`config.mk`:
```
export PLATFORM = sky130hd
export DESIGN_NAME = rgmp_port
export DESIGN_NICKNAME = d
export VERILOG_FILES = /design/src/design/rgmp_pkg.sv /design/src/design/rgmp_buf.sv /design/src/design/rgmp_port.sv
export SDC_FILE = /design/constraint.sdc
export NUM_CORES = 1
export LEC_CHECK = 0
export ABC_CLOCK_PERIOD_IN_PS = 3900
export BUFFER_PORTS_ARGS = -buffer_cell sky130_fd_sc_hd__buf_2
export CORE_UTILIZATION = 50
export CTS_CLUSTER_DIAMETER = 30
export DETAILED_ROUTE_END_ITERATION = 12
export PLACE_DENSITY = 0.69
export SETUP_SLACK_MARGIN = 0.02
export SYNTH_ARGS = -nofsm -noshare
export SYNTH_HDL_FRONTEND = slang
export SYNTH_SLANG_ARGS = --single-unit
```
`constraint.sdc`:
```
create_clock -name SYS_CLK_IN -period 3.9 [get_ports SYS_CLK_IN]
set_input_delay 0.195 -clock SYS_CLK_IN [delete_from_list [all_inputs] [get_ports SYS_CLK_IN]]
set_output_delay 0.195 -clock SYS_CLK_IN [all_outputs]
set_load 0.02 [all_outputs]
```
`src/design/rgmp_pkg.sv`:
```
// constants, codes and carriers shared by the rgmii pin port
package rgmp_pkg;

   // system clock and the documented link clock rates, in kHz
   localparam int SYS_CLK_KHZ = 100000;
   localparam int TXC_GIG_KHZ = 125000;
   localparam int TXC_FAST_KHZ = 25000;
   localparam int TXC_TEN_KHZ = 2500;
   localparam int REF_CLK_KHZ = 25000;

   // half periods in system cycles; a rate the system clock cannot reach rounds to one cycle
   localparam int TXC_GIG_HALF_RAW = SYS_CLK_KHZ / (2 * TXC_GIG_KHZ);
   localparam int TXC_FAST_HALF_RAW = SYS_CLK_KHZ / (2 * TXC_FAST_KHZ);
   localparam int TXC_TEN_HALF_RAW = SYS_CLK_KHZ / (2 * TXC_TEN_KHZ);
   localparam int REF_HALF_RAW = SYS_CLK_KHZ / (2 * REF_CLK_KHZ);
   localparam logic [7:0] TXC_GIG_HALF = 8'((TXC_GIG_HALF_RAW < 1) ? 1 : TXC_GIG_HALF_RAW);
   localparam logic [7:0] TXC_FAST_HALF = 8'((TXC_FAST_HALF_RAW < 1) ? 1 : TXC_FAST_HALF_RAW);
   localparam logic [7:0] TXC_TEN_HALF = 8'((TXC_TEN_HALF_RAW < 1) ? 1 : TXC_TEN_HALF_RAW);
   localparam logic [7:0] REF_HALF = 8'((REF_HALF_RAW < 1) ? 1 : REF_HALF_RAW);

   // transceiver reset is held this long after our own reset or a request
   localparam int RST_HOLD_US = 10;
   localparam logic [15:0] RST_HOLD_CYCLES = 16'((RST_HOLD_US * SYS_CLK_KHZ + 999) / 1000);

   // pin synchroniser depth and transmit buffer depth
   localparam int SYNC_STAGES = 3;
   localparam int BUF_DEPTH = 2;

   // pin sampling slots in the synchroniser vector
   localparam int SY_RXC = 0;
   localparam int SY_RXD = 1;
   localparam int SY_RX_CTL = 5;
   localparam int SY_GIG_REF = 6;
   localparam int SY_DUPLEX = 7;
   localparam int SY_WIDTH = 8;

   typedef enum logic [1:0]
   {
      RGMP_SPD_10 = 2'h0,
      RGMP_SPD_100 = 2'h1,
      RGMP_SPD_1000 = 2'h2
   } rgmp_speed_e;

   typedef enum logic
   {
      RGMP_PH_FIRST = 1'h0,
      RGMP_PH_SECOND = 1'h1
   } rgmp_phase_e;

   typedef struct packed
   {
      logic [7:0] data;
      logic err;
   } rgmp_word_s;

endpackage : rgmp_pkg

```
`src/design/rgmp_buf.sv`:
```
// two-entry valid/ready buffer for transmit words
`timescale 1ns/1ps
`default_nettype none
module rgmp_buf
   import rgmp_pkg::*;
(
   input wire logic clk_in,
   input wire logic rst_n_in,
   input wire logic in_valid_in,
   output logic in_ready_out,
   input wire rgmp_word_s in_data_in,
   output logic out_valid_out,
   input wire logic out_ready_in,
   output rgmp_word_s out_data_out
);

   rgmp_word_s mem_q [BUF_DEPTH];
   rgmp_word_s mem_d [BUF_DEPTH];
   logic wr_q, wr_d, rd_q, rd_d;
   logic [1:0] cnt_q, cnt_d;
   logic push, pop;

   // full and empty come straight from the fill count
   assign in_ready_out = (cnt_q != 2'h2);
   assign out_valid_out = (cnt_q != 2'h0);
   assign out_data_out = mem_q[rd_q];
   assign push = in_valid_in & in_ready_out;
   assign pop = out_ready_in & out_valid_out;

   // pointer and storage update
   always_comb
   begin
      mem_d = mem_q;
      wr_d = wr_q;
      rd_d = rd_q;
      cnt_d = cnt_q;
      if (push)
      begin
         mem_d[wr_q] = in_data_in;
         wr_d = ~wr_q;
      end
      if (pop)
      begin
         rd_d = ~rd_q;
      end
      if (push && !pop)
      begin
         cnt_d = cnt_q + 2'h1;
      end
      else if (pop && !push)
      begin
         cnt_d = cnt_q - 2'h1;
      end
   end

   always_ff @(posedge clk_in)
   begin
      if (!rst_n_in)
      begin
         mem_q <= '{default: '0};
         wr_q <= 1'h0;
         rd_q <= 1'h0;
         cnt_q <= 2'h0;
      end
      else
      begin
         mem_q <= mem_d;
         wr_q <= wr_d;
         rd_q <= rd_d;
         cnt_q <= cnt_d;
      end
   end

endmodule : rgmp_buf
`default_nettype wire

```
`src/design/rgmp_port.sv`:
```
// rgmii pin port of the mac toward an external gigabit transceiver
// Summary of operation
// - transmit bytes leave as four-bit nibbles on the transmit data lines, low nibble first
// - one transmit control line carries enable on rise, enable xor error on fall
// - transmit clock is driven out at 50, 25 or 2.5 MHz by speed; gigabit is capped at half the system clock
// - receive control line carries valid on rise, valid xor error on fall; decoded here
// - a continuous 25 MHz reference clock is driven to the transceiver
// - gigabit transmit clock may follow the transceiver's 125 MHz reference input
// - duplex input high means full duplex, low means half duplex
// - an active-low reset output holds the transceiver in reset
`timescale 1ns/1ps
`default_nettype none
module rgmp_port
   import rgmp_pkg::*;
(
   input wire logic SYS_CLK_IN,
   input wire logic RESET_N_IN,
   input wire logic [1:0] SPEED_IN,
   input wire logic USE_GIG_REF_IN,
   input wire logic TRANSCEIVER_RST_REQ_IN,
   input wire logic TX_VALID_IN,
   output logic TX_READY_OUT,
   input wire logic [7:0] TX_DATA_IN,
   input wire logic TX_ERR_IN,
   output logic [3:0] TXD_OUT,
   output logic TX_CTL_OUT,
   output logic TXC_OUT,
   input wire logic RXC_IN,
   input wire logic [3:0] RXD_IN,
   input wire logic RX_CTL_IN,
   output logic RX_VALID_OUT,
   output logic [7:0] RX_DATA_OUT,
   output logic RX_ERR_OUT,
   output logic RX_DV_OUT,
   input wire logic GIGABIT_TX_REF_IN,
   input wire logic DUPLEX_IN,
   output logic FULL_DUPLEX_OUT,
   output logic TRANSCEIVER_REF_OUT,
   output logic EXT_TRANSCEIVER_RST_N_OUT
);

   logic [SY_WIDTH-1:0] pin_vec;
   logic [SY_WIDTH-1:0] sy1_q, sy2_q, sy3_q;
   rgmp_word_s buf_in, buf_out;
   logic buf_valid, buf_pop;

   // three-stage pin synchronisers; stage one feeds only stage two
   assign pin_vec = {DUPLEX_IN, GIGABIT_TX_REF_IN, RX_CTL_IN, RXD_IN, RXC_IN};
   generate
      for (genvar i = 0; i < SY_WIDTH; i++)
      begin : g_sync
         always_ff @(posedge SYS_CLK_IN)
         begin
            if (!RESET_N_IN)
            begin
               sy1_q[i] <= 1'h0;
               sy2_q[i] <= 1'h0;
               sy3_q[i] <= 1'h0;
            end
            else
            begin
               sy1_q[i] <= pin_vec[i];
               sy2_q[i] <= sy1_q[i];
               sy3_q[i] <= sy2_q[i];
            end
         end
      end
   endgenerate

   // transmit words wait here so a slow link clock stalls the source, not drops data
   assign buf_in = '{data: TX_DATA_IN, err: TX_ERR_IN};
   rgmp_buf u_buf
   (
      .clk_in(SYS_CLK_IN),
      .rst_n_in(RESET_N_IN),
      .in_valid_in(TX_VALID_IN),
      .in_ready_out(TX_READY_OUT),
      .in_data_in(buf_in),
      .out_valid_out(buf_valid),
      .out_ready_in(buf_pop),
      .out_data_out(buf_out)
   );

   // ---- slow level state: duplex, reference clock, transceiver reset
   logic dup_q, dup_d, gref_q, gref_d, ref_q, ref_d, xrst_n_q, xrst_n_d;
   logic [7:0] ref_cnt_q, ref_cnt_d;
   logic [15:0] hold_q, hold_d;
   logic gref_rise, gref_fall;

   assign gref_rise = sy2_q[SY_GIG_REF] & sy3_q[SY_GIG_REF] & ~gref_q;
   assign gref_fall = ~sy2_q[SY_GIG_REF] & ~sy3_q[SY_GIG_REF] & gref_q;

   always_comb
   begin
      dup_d = dup_q;
      if (sy2_q[SY_DUPLEX] == sy3_q[SY_DUPLEX])
      begin
         dup_d = sy3_q[SY_DUPLEX]; // high is full duplex
      end
      gref_d = gref_q;
      if (gref_rise || gref_fall)
      begin
         gref_d = ~gref_q;
      end
      // free-running divider, never gated by speed or reset request
      ref_cnt_d = ref_cnt_q + 8'h01;
      ref_d = ref_q;
      if (ref_cnt_q == REF_HALF - 8'h01)
      begin
         ref_cnt_d = 8'h00;
         ref_d = ~ref_q;
      end
      // a request restarts the full hold time
      hold_d = hold_q;
      if (TRANSCEIVER_RST_REQ_IN)
      begin
         hold_d = 16'h0000;
      end
      else if (hold_q != RST_HOLD_CYCLES)
      begin
         hold_d = hold_q + 16'h0001;
      end
      xrst_n_d = (hold_d == RST_HOLD_CYCLES);
   end

   always_ff @(posedge SYS_CLK_IN)
   begin
      if (!RESET_N_IN)
      begin
         dup_q <= 1'h0;
         gref_q <= 1'h0;
         ref_q <= 1'h0;
         ref_cnt_q <= 8'h00;
         hold_q <= 16'h0000;
         xrst_n_q <= 1'h0;
      end
      else
      begin
         dup_q <= dup_d;
         gref_q <= gref_d;
         ref_q <= ref_d;
         ref_cnt_q <= ref_cnt_d;
         hold_q <= hold_d;
         xrst_n_q <= xrst_n_d;
      end
   end

   assign FULL_DUPLEX_OUT = dup_q;
   assign TRANSCEIVER_REF_OUT = ref_q;
   assign EXT_TRANSCEIVER_RST_N_OUT = xrst_n_q;

   // ---- transmit side
   rgmp_speed_e spd_q, spd_d;
   rgmp_phase_e tph_q, tph_d;
   rgmp_word_s cur_q, cur_d;
   logic [7:0] div_q, div_d, half;
   logic txc_q, txc_d, busy_q, busy_d, ctl_q, ctl_d, gig, use_ref, ev_rise, ev_fall, load;
   logic [3:0] txd_q, txd_d;

   assign gig = (spd_q == RGMP_SPD_1000);
   assign use_ref = gig & USE_GIG_REF_IN;
   assign half = gig ? TXC_GIG_HALF : ((spd_q == RGMP_SPD_100) ? TXC_FAST_HALF : TXC_TEN_HALF);
   // edge events from the divider, or from the transceiver reference when selected
   assign ev_rise = use_ref ? gref_rise : ((div_q == half - 8'h01) & ~txc_q);
   assign ev_fall = use_ref ? gref_fall : ((div_q == half - 8'h01) & txc_q);
   // a new byte is fetched only where a byte boundary falls
   assign load = ev_fall & (gig | (tph_q == RGMP_PH_FIRST));
   assign buf_pop = load;

   always_comb
   begin
      spd_d = spd_q;
      tph_d = tph_q;
      cur_d = cur_q;
      busy_d = busy_q;
      ctl_d = ctl_q;
      txd_d = txd_q;
      div_d = div_q + 8'h01;
      txc_d = txc_q;
      if (ev_rise || ev_fall || (div_q >= half - 8'h01))
      begin
         div_d = 8'h00;
      end
      if (ev_rise)
      begin
         txc_d = 1'h1;
         // second half of the clock: high nibble at gigabit, error flag always
         ctl_d = busy_q & (1'h1 ^ cur_q.err);
         if (gig && busy_q)
         begin
            txd_d = cur_q.data[7:4];
         end
      end
      else if (ev_fall)
      begin
         txc_d = 1'h0;
         if (load)
         begin
            // speed may only change between frames, so no byte is split
            if (!busy_q && !buf_valid)
            begin
               spd_d = (SPEED_IN == 2'h3) ? RGMP_SPD_10 : rgmp_speed_e'(SPEED_IN);
            end
            busy_d = buf_valid;
            ctl_d = buf_valid;
            txd_d = buf_valid ? buf_out.data[3:0] : 4'h0;
            cur_d = buf_valid ? buf_out : cur_q;
            tph_d = (buf_valid && !gig) ? RGMP_PH_SECOND : RGMP_PH_FIRST;
         end
         else
         begin
            txd_d = cur_q.data[7:4]; // one nibble per clock below gigabit
            ctl_d = 1'h1;
            tph_d = RGMP_PH_FIRST;
         end
      end
   end

   always_ff @(posedge SYS_CLK_IN)
   begin
      if (!RESET_N_IN)
      begin
         spd_q <= RGMP_SPD_10;
         tph_q <= RGMP_PH_FIRST;
         cur_q <= '0;
         busy_q <= 1'h0;
         ctl_q <= 1'h0;
         txd_q <= 4'h0;
         div_q <= 8'h00;
         txc_q <= 1'h0;
      end
      else
      begin
         spd_q <= spd_d;
         tph_q <= tph_d;
         cur_q <= cur_d;
         busy_q <= busy_d;
         ctl_q <= ctl_d;
         txd_q <= txd_d;
         div_q <= div_d;
         txc_q <= txc_d;
      end
   end

   assign TXD_OUT = txd_q;
   assign TX_CTL_OUT = ctl_q;
   assign TXC_OUT = txc_q;

   // receive side; the transceiver's clock is sampled, never used as a clock
   rgmp_phase_e rph_q, rph_d;
   logic rlvl_q, rlvl_d, rctl_q, rctl_d, rerr_q, rerr_d, rx_rise, rx_fall, er;
   logic [3:0] rnib_q, rnib_d, rlow_q, rlow_d;
   logic rv_q, rv_d, re_q, re_d, rdv_q, rdv_d;
   logic [7:0] rd_q, rd_d;

   // an edge counts once the second and third stages agree
   assign rx_rise = sy2_q[SY_RXC] & sy3_q[SY_RXC] & ~rlvl_q;
   assign rx_fall = ~sy2_q[SY_RXC] & ~sy3_q[SY_RXC] & rlvl_q;
   assign er = rctl_q ^ sy3_q[SY_RX_CTL];

   always_comb
   begin
      rlvl_d = rlvl_q;
      rctl_d = rctl_q;
      rnib_d = rnib_q;
      rlow_d = rlow_q;
      rerr_d = rerr_q;
      rph_d = rph_q;
      rd_d = rd_q;
      re_d = re_q;
      rdv_d = rdv_q;
      rv_d = 1'h0;
      if (rx_rise)
      begin
         rlvl_d = 1'h1;
         rnib_d = sy3_q[SY_RXD +: 4];
         rctl_d = sy3_q[SY_RX_CTL]; // valid on the rising edge
         rdv_d = sy3_q[SY_RX_CTL];
      end
      else if (rx_fall)
      begin
         rlvl_d = 1'h0;
         if (!rctl_q)
         begin
            rph_d = RGMP_PH_FIRST; // realign nibble pairing at every gap
         end
         else if (gig)
         begin
            rv_d = 1'h1;
            rd_d = {sy3_q[SY_RXD +: 4], rnib_q};
            re_d = er;
         end
         else if (rph_q == RGMP_PH_FIRST)
         begin
            rlow_d = rnib_q;
            rerr_d = er;
            rph_d = RGMP_PH_SECOND;
         end
         else
         begin
            rv_d = 1'h1;
            rd_d = {rnib_q, rlow_q}; // low nibble came first
            re_d = rerr_q | er;
            rph_d = RGMP_PH_FIRST;
         end
      end
   end

   always_ff @(posedge SYS_CLK_IN)
   begin
      if (!RESET_N_IN)
      begin
         rlvl_q <= 1'h0;
         rctl_q <= 1'h0;
         rnib_q <= 4'h0;
         rlow_q <= 4'h0;
         rerr_q <= 1'h0;
         rph_q <= RGMP_PH_FIRST;
         rd_q <= 8'h00;
         re_q <= 1'h0;
         rdv_q <= 1'h0;
         rv_q <= 1'h0;
      end
      else
      begin
         rlvl_q <= rlvl_d;
         rctl_q <= rctl_d;
         rnib_q <= rnib_d;
         rlow_q <= rlow_d;
         rerr_q <= rerr_d;
         rph_q <= rph_d;
         rd_q <= rd_d;
         re_q <= re_d;
         rdv_q <= rdv_d;
         rv_q <= rv_d;
      end
   end

   assign RX_VALID_OUT = rv_q;
   assign RX_DATA_OUT = rd_q;
   assign RX_ERR_OUT = re_q;
   assign RX_DV_OUT = rdv_q;

endmodule : rgmp_port
`default_nettype wire

```
==> results_tabular.tex, run 1 <==
\begin{tabular}{lr}
\hline
Metric & Value \\
\hline
\multicolumn{2}{l}{\textbf{Run status}} \\
Result of the run & finished clean \\
\multicolumn{2}{l}{\textbf{Setup path}} \\
Category of the worst setup path launch point & flip-flop \\
Critical-path maximum fanout & 12 \\
Worst reg2reg setup slack & 0.57 ns \\
Cell Chain, Critical Path & inv\_1 > ha\_1 > inv\_1 > ha\_1 > nand4\_1 > or4b\_4 > a211oi\_4 > inv\_1 > ha\_1 > or3\_1 > a21boi\_0 \\
CP bufs+invs & 3 \\
Worst Reg-to-Reg Cells & 11 \\
Crit path capture & u\_buf.cnt\_q[1] \\
Critical path arrival & 3.77 ns \\
Capturing point of the worst reg2reg path & u\_buf.cnt\_q[1] \\
Delay of the slowest cell on the worst path & 0.57 ns \\
Worst Path Required & 4.34 ns \\
Cell with the largest stage delay on the worst path & sky130\_fd\_sc\_hd\_\_a211oi\_4 \\
Delay-heaviest family, CP & simple AND/OR/NAND/NOR gates \\
Cell depth of the worst setup path & 11 \\
Origin of the worst setup path & spd\_q[0] \\
Worst R2R Start & spd\_q[0] \\
Kind of critical path & flip-flop to flip-flop \\
Crit end category & flip-flop \\
\multicolumn{2}{l}{\textbf{Clocking}} \\
Number of H-tree levels & 4 \\
CTS tree & built \\
Clock transition at the registers of the reported paths & 0.06 ns \\
Total CTS buffers & 17 \\
Post-CTS setup buffers & 0 \\
Clock insertion delay at the later pin of the skew report & 0.51 ns \\
Clock tree root buffer cell & sky130\_fd\_sc\_hd\_\_clkbuf\_8 \\
TritonCTS sink count & 119 \\
Post-CTS sizing & 0 \\
Clk buf depth & 2 \\
\multicolumn{2}{l}{\textbf{Route}} \\
DRC violation count after routing & 0 \\
Drt wl/cell & 13.22 um \\
Residual antenna-violating net count after detailed routing & 0 \\
Detailed-routing iteration count for the pre-antenna-repair pass & 5 \\
Vias per cell & 5.107 \\
Overall via count from detail\_route & around 3.7k \\
DRT Wirelength & 9559 um \\
Starting DRT DRC Count & 109 \\
\multicolumn{2}{l}{\textbf{Logic synthesis}} \\
Synth Net Count & between 500 and 600 \\
Syn Std Cell Area & 5030 sq um \\
Top area cells in the synthesized netlist & sky130\_fd\_sc\_hd\_\_dfxtp\_1 (47\%), sky130\_fd\_sc\_hd\_\_mux2i\_1 (9.2\%), sky130\_fd\_sc\_hd\_\_nor2b\_1 (4.2\%) \\
Synthesized flop and latch total & 119 \\
Average cell area after synthesis & approximately 9.8 sq um \\
Gate Count Post-Synth & between 500 and 600 \\
Number of enable-type register cells in the synthesized netlist & 0 \\
Async SR Flop Fraction & 0\% \\
Cell accounting for the most synthesized area & sky130\_fd\_sc\_hd\_\_dfxtp\_1 \\
Fraction of the yosys area taken by sequential cells & between 40\% and 50\% \\
Top-area cell type share of the netlist area & 47.36\% \\
Post-synth cell types & 51 \\
Primary flip-flop cell chosen by synthesis mapping & sky130\_fd\_sc\_hd\_\_dfxtp\_1 \\
Yosys synthesis warning count & 0 \\
\multicolumn{2}{l}{\textbf{Power and ir drop}} \\
Clk network pwr share & a little over half \\
Maximum resistive drop on vdd & 343.5 uV \\
Power share of the sequential group & 41.7\% \\
Switch Pwr & 0.0006830 W \\
Power density over the cells & 500.2 nW/um\^{}2 \\
Combinational share of power & around 6.0\% \\
Proportion of total power due to net switching & between 20\% and 30\% \\
Internal power of the cells & 0.002389 W \\
P\_leak & around 2.7 nW \\
\multicolumn{2}{l}{\textbf{Cells and area}} \\
Number of cells in the finished layout apart from fillers & 723 \\
Diode insertion count for antenna repair & 0 \\
Signed area change from the synthesized netlist to the final layout & 22.11\% \\
Fraction of the core area covered by cells at the end of the flow & 62.84\% \\
\# nets final & 612 \\
Fraction of layout cells with a size suffix above 1 & 15.59\% \\
\multicolumn{2}{l}{\textbf{STA}} \\
Aggregate negative setup slack & 0 ns \\
Final setup violating endpoints & 0 \\
Worst Setup Slack, final & 0.5690 ns \\
Fin crit period & 3.331 ns \\
Post-route fraction of the period consumed by the critical path & 85.41\% \\
Fmax & 300.2 MHz \\
Unrepaired setup endpoints after global routing & no \\
Pins over their slew limit & 0 \\
Relative slew slack & 24.60\% \\
Worst-margin pin slew & 1.129 ns \\
Largest clock skew in the final design & around 0.0055 ns \\
Hold Vio Cnt, Final & 0 \\
\multicolumn{2}{l}{\textbf{Min path}} \\
Hold path start & TRANSCEIVER\_RST\_REQ\_IN \\
HP Class & primary input to flip-flop \\
\multicolumn{2}{l}{\textbf{Global routing}} \\
Global-route wire length before repair & 16020 um \\
Largest net degree at the start of global routing & 88 \\
Remaining global-route overflow & 0 \\
Total global routing track utilization & roughly a fifth \\
Via count of the first global-routing pass & approximately 3.5k \\
Initial antenna violation count & 0 \\
\multicolumn{2}{l}{\textbf{Placed design}} \\
Setup WS pre-CTS & 0.6020 ns \\
HPWL after DPL & a little over 6000 um \\
Routability Congestion & between 0.8 and 0.9 \\
Total of buffers placed on input and output ports & 44 \\
Number of cells after detailed placement & 671 \\
\multicolumn{2}{l}{\textbf{Die}} \\
Die Height & 102.3 um \\
Core Box Area & 9774 sq um \\
Core Rows & 36 \\
Die Outline Area & 10460 sq um \\
Die W & between 100 and 150 um \\
Ports & 45 \\
Starting density of the core & 51.46\% \\
\multicolumn{2}{l}{\textbf{Job}} \\
Max-cap violations & 0 \\
\hline
\end{tabular}
==> sequential cells by signal, indices dropped and copies added (netlist names), 5 cells and up <==
signal and count:
div_q 8, hold_q 16, sy1_q 8, ref_cnt_q 8
sy2_q 8, sy3_q 8, cur_q 5, RX_DATA_OUT 8
u_buf.mem_q 18
==> worst min path at each step <==
stage	end	slack, ns	cells past startpoint
CTS	EXT_TRANSCEIVER_RST_N_OUT	0.11	3
global route	EXT_TRANSCEIVER_RST_N_OUT	0.11	3
floorplan	sy1_q[0]	0.32	1
finish	EXT_TRANSCEIVER_RST_N_OUT	0.12	3
global placement	sy1_q[4]	0.40	2
detailed placement	sy1_q[7]	0.41	2
==> metal layers <==
metal | GRT usage [%] | wire [um]
met5 | 0 | 0
met4 | 7.363 | 59
met3 | 7.456 | 389
met2 | 33.04 | 4606
met1 | 23.66 | 4503
==> logic make-up (layout without fill, tap and decap cells) <==
| logic type | after synthesis | count (layout) | share of synthesized area [%] |
|---|---|---|---|
| buffers and inverters | 36 | 111 | 3.085 |
| adders and majority gates | 11 | 11 | 2.736 |
| AOI/OAI and AO/OA | 64 | 64 | 9.453 |
| and+or+nand+nor | 201 | 201 | 21.54 |
| xor gates and xnor gates | 31 | 31 | 5.398 |
| DFF | 119 | 119 | 47.36 |
| other | 2 | 2 | 0.1493 |
| muxes | 51 | 51 | 10.27 |
==> power by group through the flow <==
stage	sequential [W]	combinational, W	clock, W
global route	0.00129	0.000207	0.00171
global placement	0.00131	0.000167	0
detailed placement	0.00131	0.000171	0
CTS	0.00128	0.000188	0.00163
floorplan	0.00130	0.000128	0
finish	0.00128	0.000185	0.00160
==> worst min-delay path, stage by stage <==
cell and delay, ns:
sky130_fd_sc_hd__buf_2 0.12, sky130_fd_sc_hd__a41oi_1 0.15, sky130_fd_sc_hd__a2111oi_0 0.11
==> layout make-up <==
| type | instances | area (sq um) |
|---|---|---|
| Clock buffer | 17 | 414.1 |
| Clock inverter | 15 | 202.7 |
| Fill cell | 792 | 3632 |
| Inverter | 13 | 48.80 |
| Multi-Input combinational cell | 360 | 2492 |
| Sequential cell | 119 | 2382 |
| Tap cell | 133 | 166.4 |
| Timing Repair Buffer | 66 | 435.4 |
==> per-stage QoR <==
| step | power [W] | cell area, sq um | hold slack, ns |
|---|---|---|---|
| 3_3_place_gp | 0.001473 | 5325 | 0.4027 |
| 2_1_floorplan | 0.001432 | 5030 | 0.3223 |
| 3_5_place_dp | 0.001480 | 5325 | 0.4051 |
| 6_report | 0.003072 | 6142 | 0.1223 |
| 5_1_grt | 0.003204 | 6142 | 0.1058 |
| 4_1_cts | 0.003101 | 6142 | 0.1112 |
==> layout by cell type (no fill, tap or decap), types with 11 or more instances in the layout <==
| master | n |
|---|---|
| sky130_fd_sc_hd__ha_1 | 11 |
| sky130_fd_sc_hd__nand3_1 | 14 |
| sky130_fd_sc_hd__nor2_1 | 41 |
| sky130_fd_sc_hd__nand2_1 | 34 |
| sky130_fd_sc_hd__nor2b_1 | 34 |
| sky130_fd_sc_hd__a21oi_1 | 11 |
| sky130_fd_sc_hd__dfxtp_1 | 119 |
| sky130_fd_sc_hd__clkbuf_16 | 16 |
| sky130_fd_sc_hd__mux2i_1 | 46 |
| sky130_fd_sc_hd__and2_1 | 31 |
| sky130_fd_sc_hd__inv_1 | 13 |
| sky130_fd_sc_hd__o211a_1 | 14 |
| sky130_fd_sc_hd__xnor2_1 | 14 |
| sky130_fd_sc_hd__xor2_1 | 17 |
| sky130_fd_sc_hd__o21ai_0 | 15 |
| sky130_fd_sc_hd__buf_2 | 44 |
| sky130_fd_sc_hd__dlygate4sd3_1 | 20 |
==> cell usage after synthesis (3+ instances only) <==
| library cell | count |
|---|---|
| sky130_fd_sc_hd__and3_1 | 5 |
| sky130_fd_sc_hd__o211a_1 | 14 |
| sky130_fd_sc_hd__xor2_1 | 17 |
| sky130_fd_sc_hd__dfxtp_1 | 119 |
| sky130_fd_sc_hd__o21ai_0 | 15 |
| sky130_fd_sc_hd__and2_1 | 31 |
| sky130_fd_sc_hd__mux2i_1 | 46 |
| sky130_fd_sc_hd__ha_1 | 11 |
| sky130_fd_sc_hd__buf_2 | 6 |
| sky130_fd_sc_hd__nand2_1 | 34 |
| sky130_fd_sc_hd__nand3_1 | 14 |
| sky130_fd_sc_hd__a21oi_1 | 11 |
| sky130_fd_sc_hd__or3_1 | 3 |
| sky130_fd_sc_hd__nor2b_1 | 34 |
| sky130_fd_sc_hd__mux2_2 | 5 |
| sky130_fd_sc_hd__nand4_1 | 7 |
| sky130_fd_sc_hd__or4_1 | 3 |
| sky130_fd_sc_hd__xnor2_1 | 14 |
| sky130_fd_sc_hd__nor3_1 | 5 |
| sky130_fd_sc_hd__inv_1 | 13 |
| sky130_fd_sc_hd__a22o_1 | 4 |
| sky130_fd_sc_hd__a21boi_0 | 8 |
| sky130_fd_sc_hd__nor4_1 | 3 |
| sky130_fd_sc_hd__clkbuf_1 | 13 |
| sky130_fd_sc_hd__nor2_1 | 41 |
| sky130_fd_sc_hd__or2_2 | 4 |
| sky130_fd_sc_hd__nand2b_1 | 4 |
==> repair_timing <==
action / in CTS / in global routing
setup endpoints to repair: 0 / 0
endpoints found under the hold margin: 28 / 0
hold buffers: 20 / 0
No activity file was read; power rests on OpenSTA's default activity.
==> run 2: changes to the inputs <==
--- a/config.mk
+++ b/config.mk
@@ -7,10 +7,11 @@
 export LEC_CHECK = 0
 export ABC_CLOCK_PERIOD_IN_PS = 3900
 export BUFFER_PORTS_ARGS = -buffer_cell sky130_fd_sc_hd__buf_2
-export CORE_UTILIZATION = 50
+export CORE_UTILIZATION = 56
 export CTS_CLUSTER_DIAMETER = 30
 export DETAILED_ROUTE_END_ITERATION = 12
-export PLACE_DENSITY = 0.69
+export MAX_ROUTING_LAYER = met4
+export PLACE_DENSITY = 0.76
 export SETUP_SLACK_MARGIN = 0.02
 export SYNTH_ARGS = -nofsm -noshare
 export SYNTH_HDL_FRONTEND = slang
==> results_tabular.tex, run 2 (synthesis gave the netlist of run 1 again) <==
\begin{tabular}{lr}
\hline
Metric & Value \\
\hline
\multicolumn{2}{l}{\textbf{Clocking}} \\
Clock transition at the registers of the reported paths & 0.06 ns \\
Clock tree root buffer cell & sky130\_fd\_sc\_hd\_\_clkbuf\_8 \\
Clk buf depth & 2 \\
Clock insertion delay at the later pin of the skew report & 0.51 ns \\
Number of H-tree levels & 4 \\
TritonCTS sink count & 119 \\
Total CTS buffers & 17 \\
CTS tree & built \\
Post-CTS setup buffers & 0 \\
\multicolumn{2}{l}{\textbf{STA}} \\
Largest clock skew in the final design & 0.006762 ns \\
Aggregate negative setup slack & 0 ns \\
Pins over their slew limit & 0 \\
Smallest hold slack & 0.1104 ns \\
Post-route fraction of the period consumed by the critical path & 84.17\% \\
Hold Vio Cnt, Final & 0 \\
Fmax & 304.6 MHz \\
Relative slew slack & 22.04\% \\
Worst-margin pin slew & 1.167 ns \\
Final setup violating endpoints & 0 \\
Fin crit period & 3.282 ns \\
Unrepaired setup endpoints after global routing & no \\
\multicolumn{2}{l}{\textbf{Cells and area}} \\
Number of cells in the finished layout apart from fillers & 698 \\
Signed area change from the synthesized netlist to the final layout & 21.22\% \\
Fraction of the core area covered by cells at the end of the flow & between 60\% and 70\% \\
\# nets final & 612 \\
Number of filler instances in the final layout & 657 \\
Fraction of layout cells with a size suffix above 1 & roughly 16\% \\
Flip-flop count of the largest register after layout & 18 \\
Commonest cells after routing, fill and taps aside & sky130\_fd\_sc\_hd\_\_dfxtp\_1 (119), sky130\_fd\_sc\_hd\_\_mux2i\_1 (46), sky130\_fd\_sc\_hd\_\_buf\_2 (44), sky130\_fd\_sc\_hd\_\_nor2\_1 (41) \\
Commonest non-fill, non-tap cell in the layout & sky130\_fd\_sc\_hd\_\_dfxtp\_1 \\
Most flop-heavy register & u\_buf.mem\_q \\
Diode insertion count for antenna repair & 0 \\
Registers with the most flip-flops & u\_buf.mem\_q (18), hold\_q (16) \\
\multicolumn{2}{l}{\textbf{Die}} \\
Ports & 45 \\
Die W & 96.77 um \\
Core Rows & 34 \\
Starting density of the core & between 50 and 60\% \\
Die Height & around 97 um \\
Core Box Area & between 8000 and 9000 sq um \\
Die Outline Area & 9364 sq um \\
\multicolumn{2}{l}{\textbf{Route}} \\
Overall via count from detail\_route & 3757 \\
Residual antenna-violating net count after detailed routing & 0 \\
DRC violation count after routing & 0 \\
DRT Wirelength & 9707 um \\
Starting DRT DRC Count & 132 \\
Vias per cell & 5.383 \\
Drt wl/cell & 13.91 um \\
Detailed-routing iteration count for the pre-antenna-repair pass & 4 \\
\multicolumn{2}{l}{\textbf{Placed design}} \\
Routability Congestion & 0.8812 \\
Number of cells after detailed placement & 646 \\
HPWL after DPL & about 6200 um \\
Total of buffers placed on input and output ports & 44 \\
\multicolumn{2}{l}{\textbf{Power and ir drop}} \\
Combinational share of power & 6.1\% \\
Power density over the cells & between 500 and 600 nW/um\^{}2 \\
Clk network pwr share & 51.8\% \\
Internal power of the cells & 0.002337 W \\
Total power & 0.003050 W \\
Switch Pwr & 0.0007124 W \\
P\_leak & 2.694 nW \\
Maximum resistive drop on vdd & 330.0 uV \\
Proportion of total power due to net switching & about a quarter \\
Power share of the sequential group & 42.0\% \\
\multicolumn{2}{l}{\textbf{Setup path}} \\
Worst reg2reg setup slack & 0.62 ns \\
Worst Reg-to-Reg Cells & 11 \\
Critical path arrival & 3.72 ns \\
Crit end category & flip-flop \\
Worst R2R Start & spd\_q[0] \\
Worst Path Required & between 4 and 5 ns \\
Category of the worst setup path launch point & flip-flop \\
Kind of critical path & flip-flop to flip-flop \\
Capturing point of the worst reg2reg path & u\_buf.cnt\_q[1] \\
Critical-path maximum fanout & 12 \\
\multicolumn{2}{l}{\textbf{Min path}} \\
Hold path start & RESET\_N\_IN \\
Number of instances on the worst hold path & 2 \\
Min-Delay Endpoint & cur\_q[0] \\
HP Class & primary input to flip-flop \\
\multicolumn{2}{l}{\textbf{Global routing}} \\
Remaining global-route overflow & 0 \\
Initial antenna violation count & 0 \\
Via count of the first global-routing pass & roughly 3.8k \\
Total global routing track utilization & 22.64\% \\
Global-route wire length before repair & 16730 um \\
Largest net degree at the start of global routing & 67 \\
\multicolumn{2}{l}{\textbf{Run status}} \\
Result of the run & finished clean \\
\multicolumn{2}{l}{\textbf{Job}} \\
Max-cap violations & 0 \\
\hline
\end{tabular}
run 2: worst max-delay path, stage by stage, from the launching register on:
cell and delay (ns):
sky130_fd_sc_hd__dfxtp_1 0.32, sky130_fd_sc_hd__inv_1 0.04, sky130_fd_sc_hd__ha_1 0.26, sky130_fd_sc_hd__inv_1 0.06
sky130_fd_sc_hd__ha_1 0.30, sky130_fd_sc_hd__nand4_1 0.12, sky130_fd_sc_hd__or4b_4 0.55, sky130_fd_sc_hd__a211oi_4 0.52
sky130_fd_sc_hd__inv_1 0.13, sky130_fd_sc_hd__ha_1 0.36, sky130_fd_sc_hd__or3_1 0.37, sky130_fd_sc_hd__a21boi_0 0.17
run 2: cell type report:
class | count | area (sq um) | share of cell area, %
timing repair buffer | 66 | 435.4 | 7.141
sequential | 119 | 2382 | 39.07
tap | 108 | 135.1 | 2.216
clock buffer | 17 | 414.1 | 6.793
multi-input combinational | 360 | 2492 | 40.88
inverter | 13 | 48.80 | 0.8003
clock inverter | 15 | 188.9 | 3.099
run 2: through the flow:
stage,instance area (sq um),worst slack (ns)
floorplan,5030,0.6297
global placement,5294,0.7547
detailed placement,5294,0.6352
CTS,6097,0.5939
global route,6097,0.4199
finish,6097,0.6175
run 2: per-layer routing:
layer / routed length (um) / part of all wire, % / GRT usage [%] / vias up
met1: 4441 / 46 / 26.61 / 1754
met4: 197 / 2.0 / 9.414 / 0
met5: 0 / 0 / - / -
li1: - / - / - / 1903
met2: 4683 / 48 / 36.40 / 77
met3: 384 / 4.0 / 6.431 / 23
run 2: power groups by stage:
stage	Sequential, W	Combinational (W)	Clock (W)
4_1_cts	0.00128	0.000189	0.00161
3_5_place_dp	0.00131	0.000172	0
2_1_floorplan	0.00130	0.000128	0
3_3_place_gp	0.00131	0.000166	0
5_1_grt	0.00129	0.000208	0.00168
6_report	0.00128	0.000187	0.00158
run 2: worst max-delay path by stage:
stage,startpoint,endpoint,slack [ns],cells after the start
finish,spd_q[0],u_buf.cnt_q[1],0.62,11
global route,spd_q[0],u_buf.cnt_q[1],0.42,11
CTS,spd_q[0],u_buf.cnt_q[1],0.59,11
detailed placement,spd_q[0],u_buf.cnt_q[1],0.64,11
global placement,spd_q[0],u_buf.cnt_q[1],0.75,11
floorplan,spd_q[0],u_buf.cnt_q[1],0.63,12
run 2: what timing repair did:
| action | in CTS | in global routing |
|---|---|---|
| gates resized for setup | 0 | 0 |
| hold endpoints to repair | 27 | 0 |
| hold buffers | 20 | 0 |
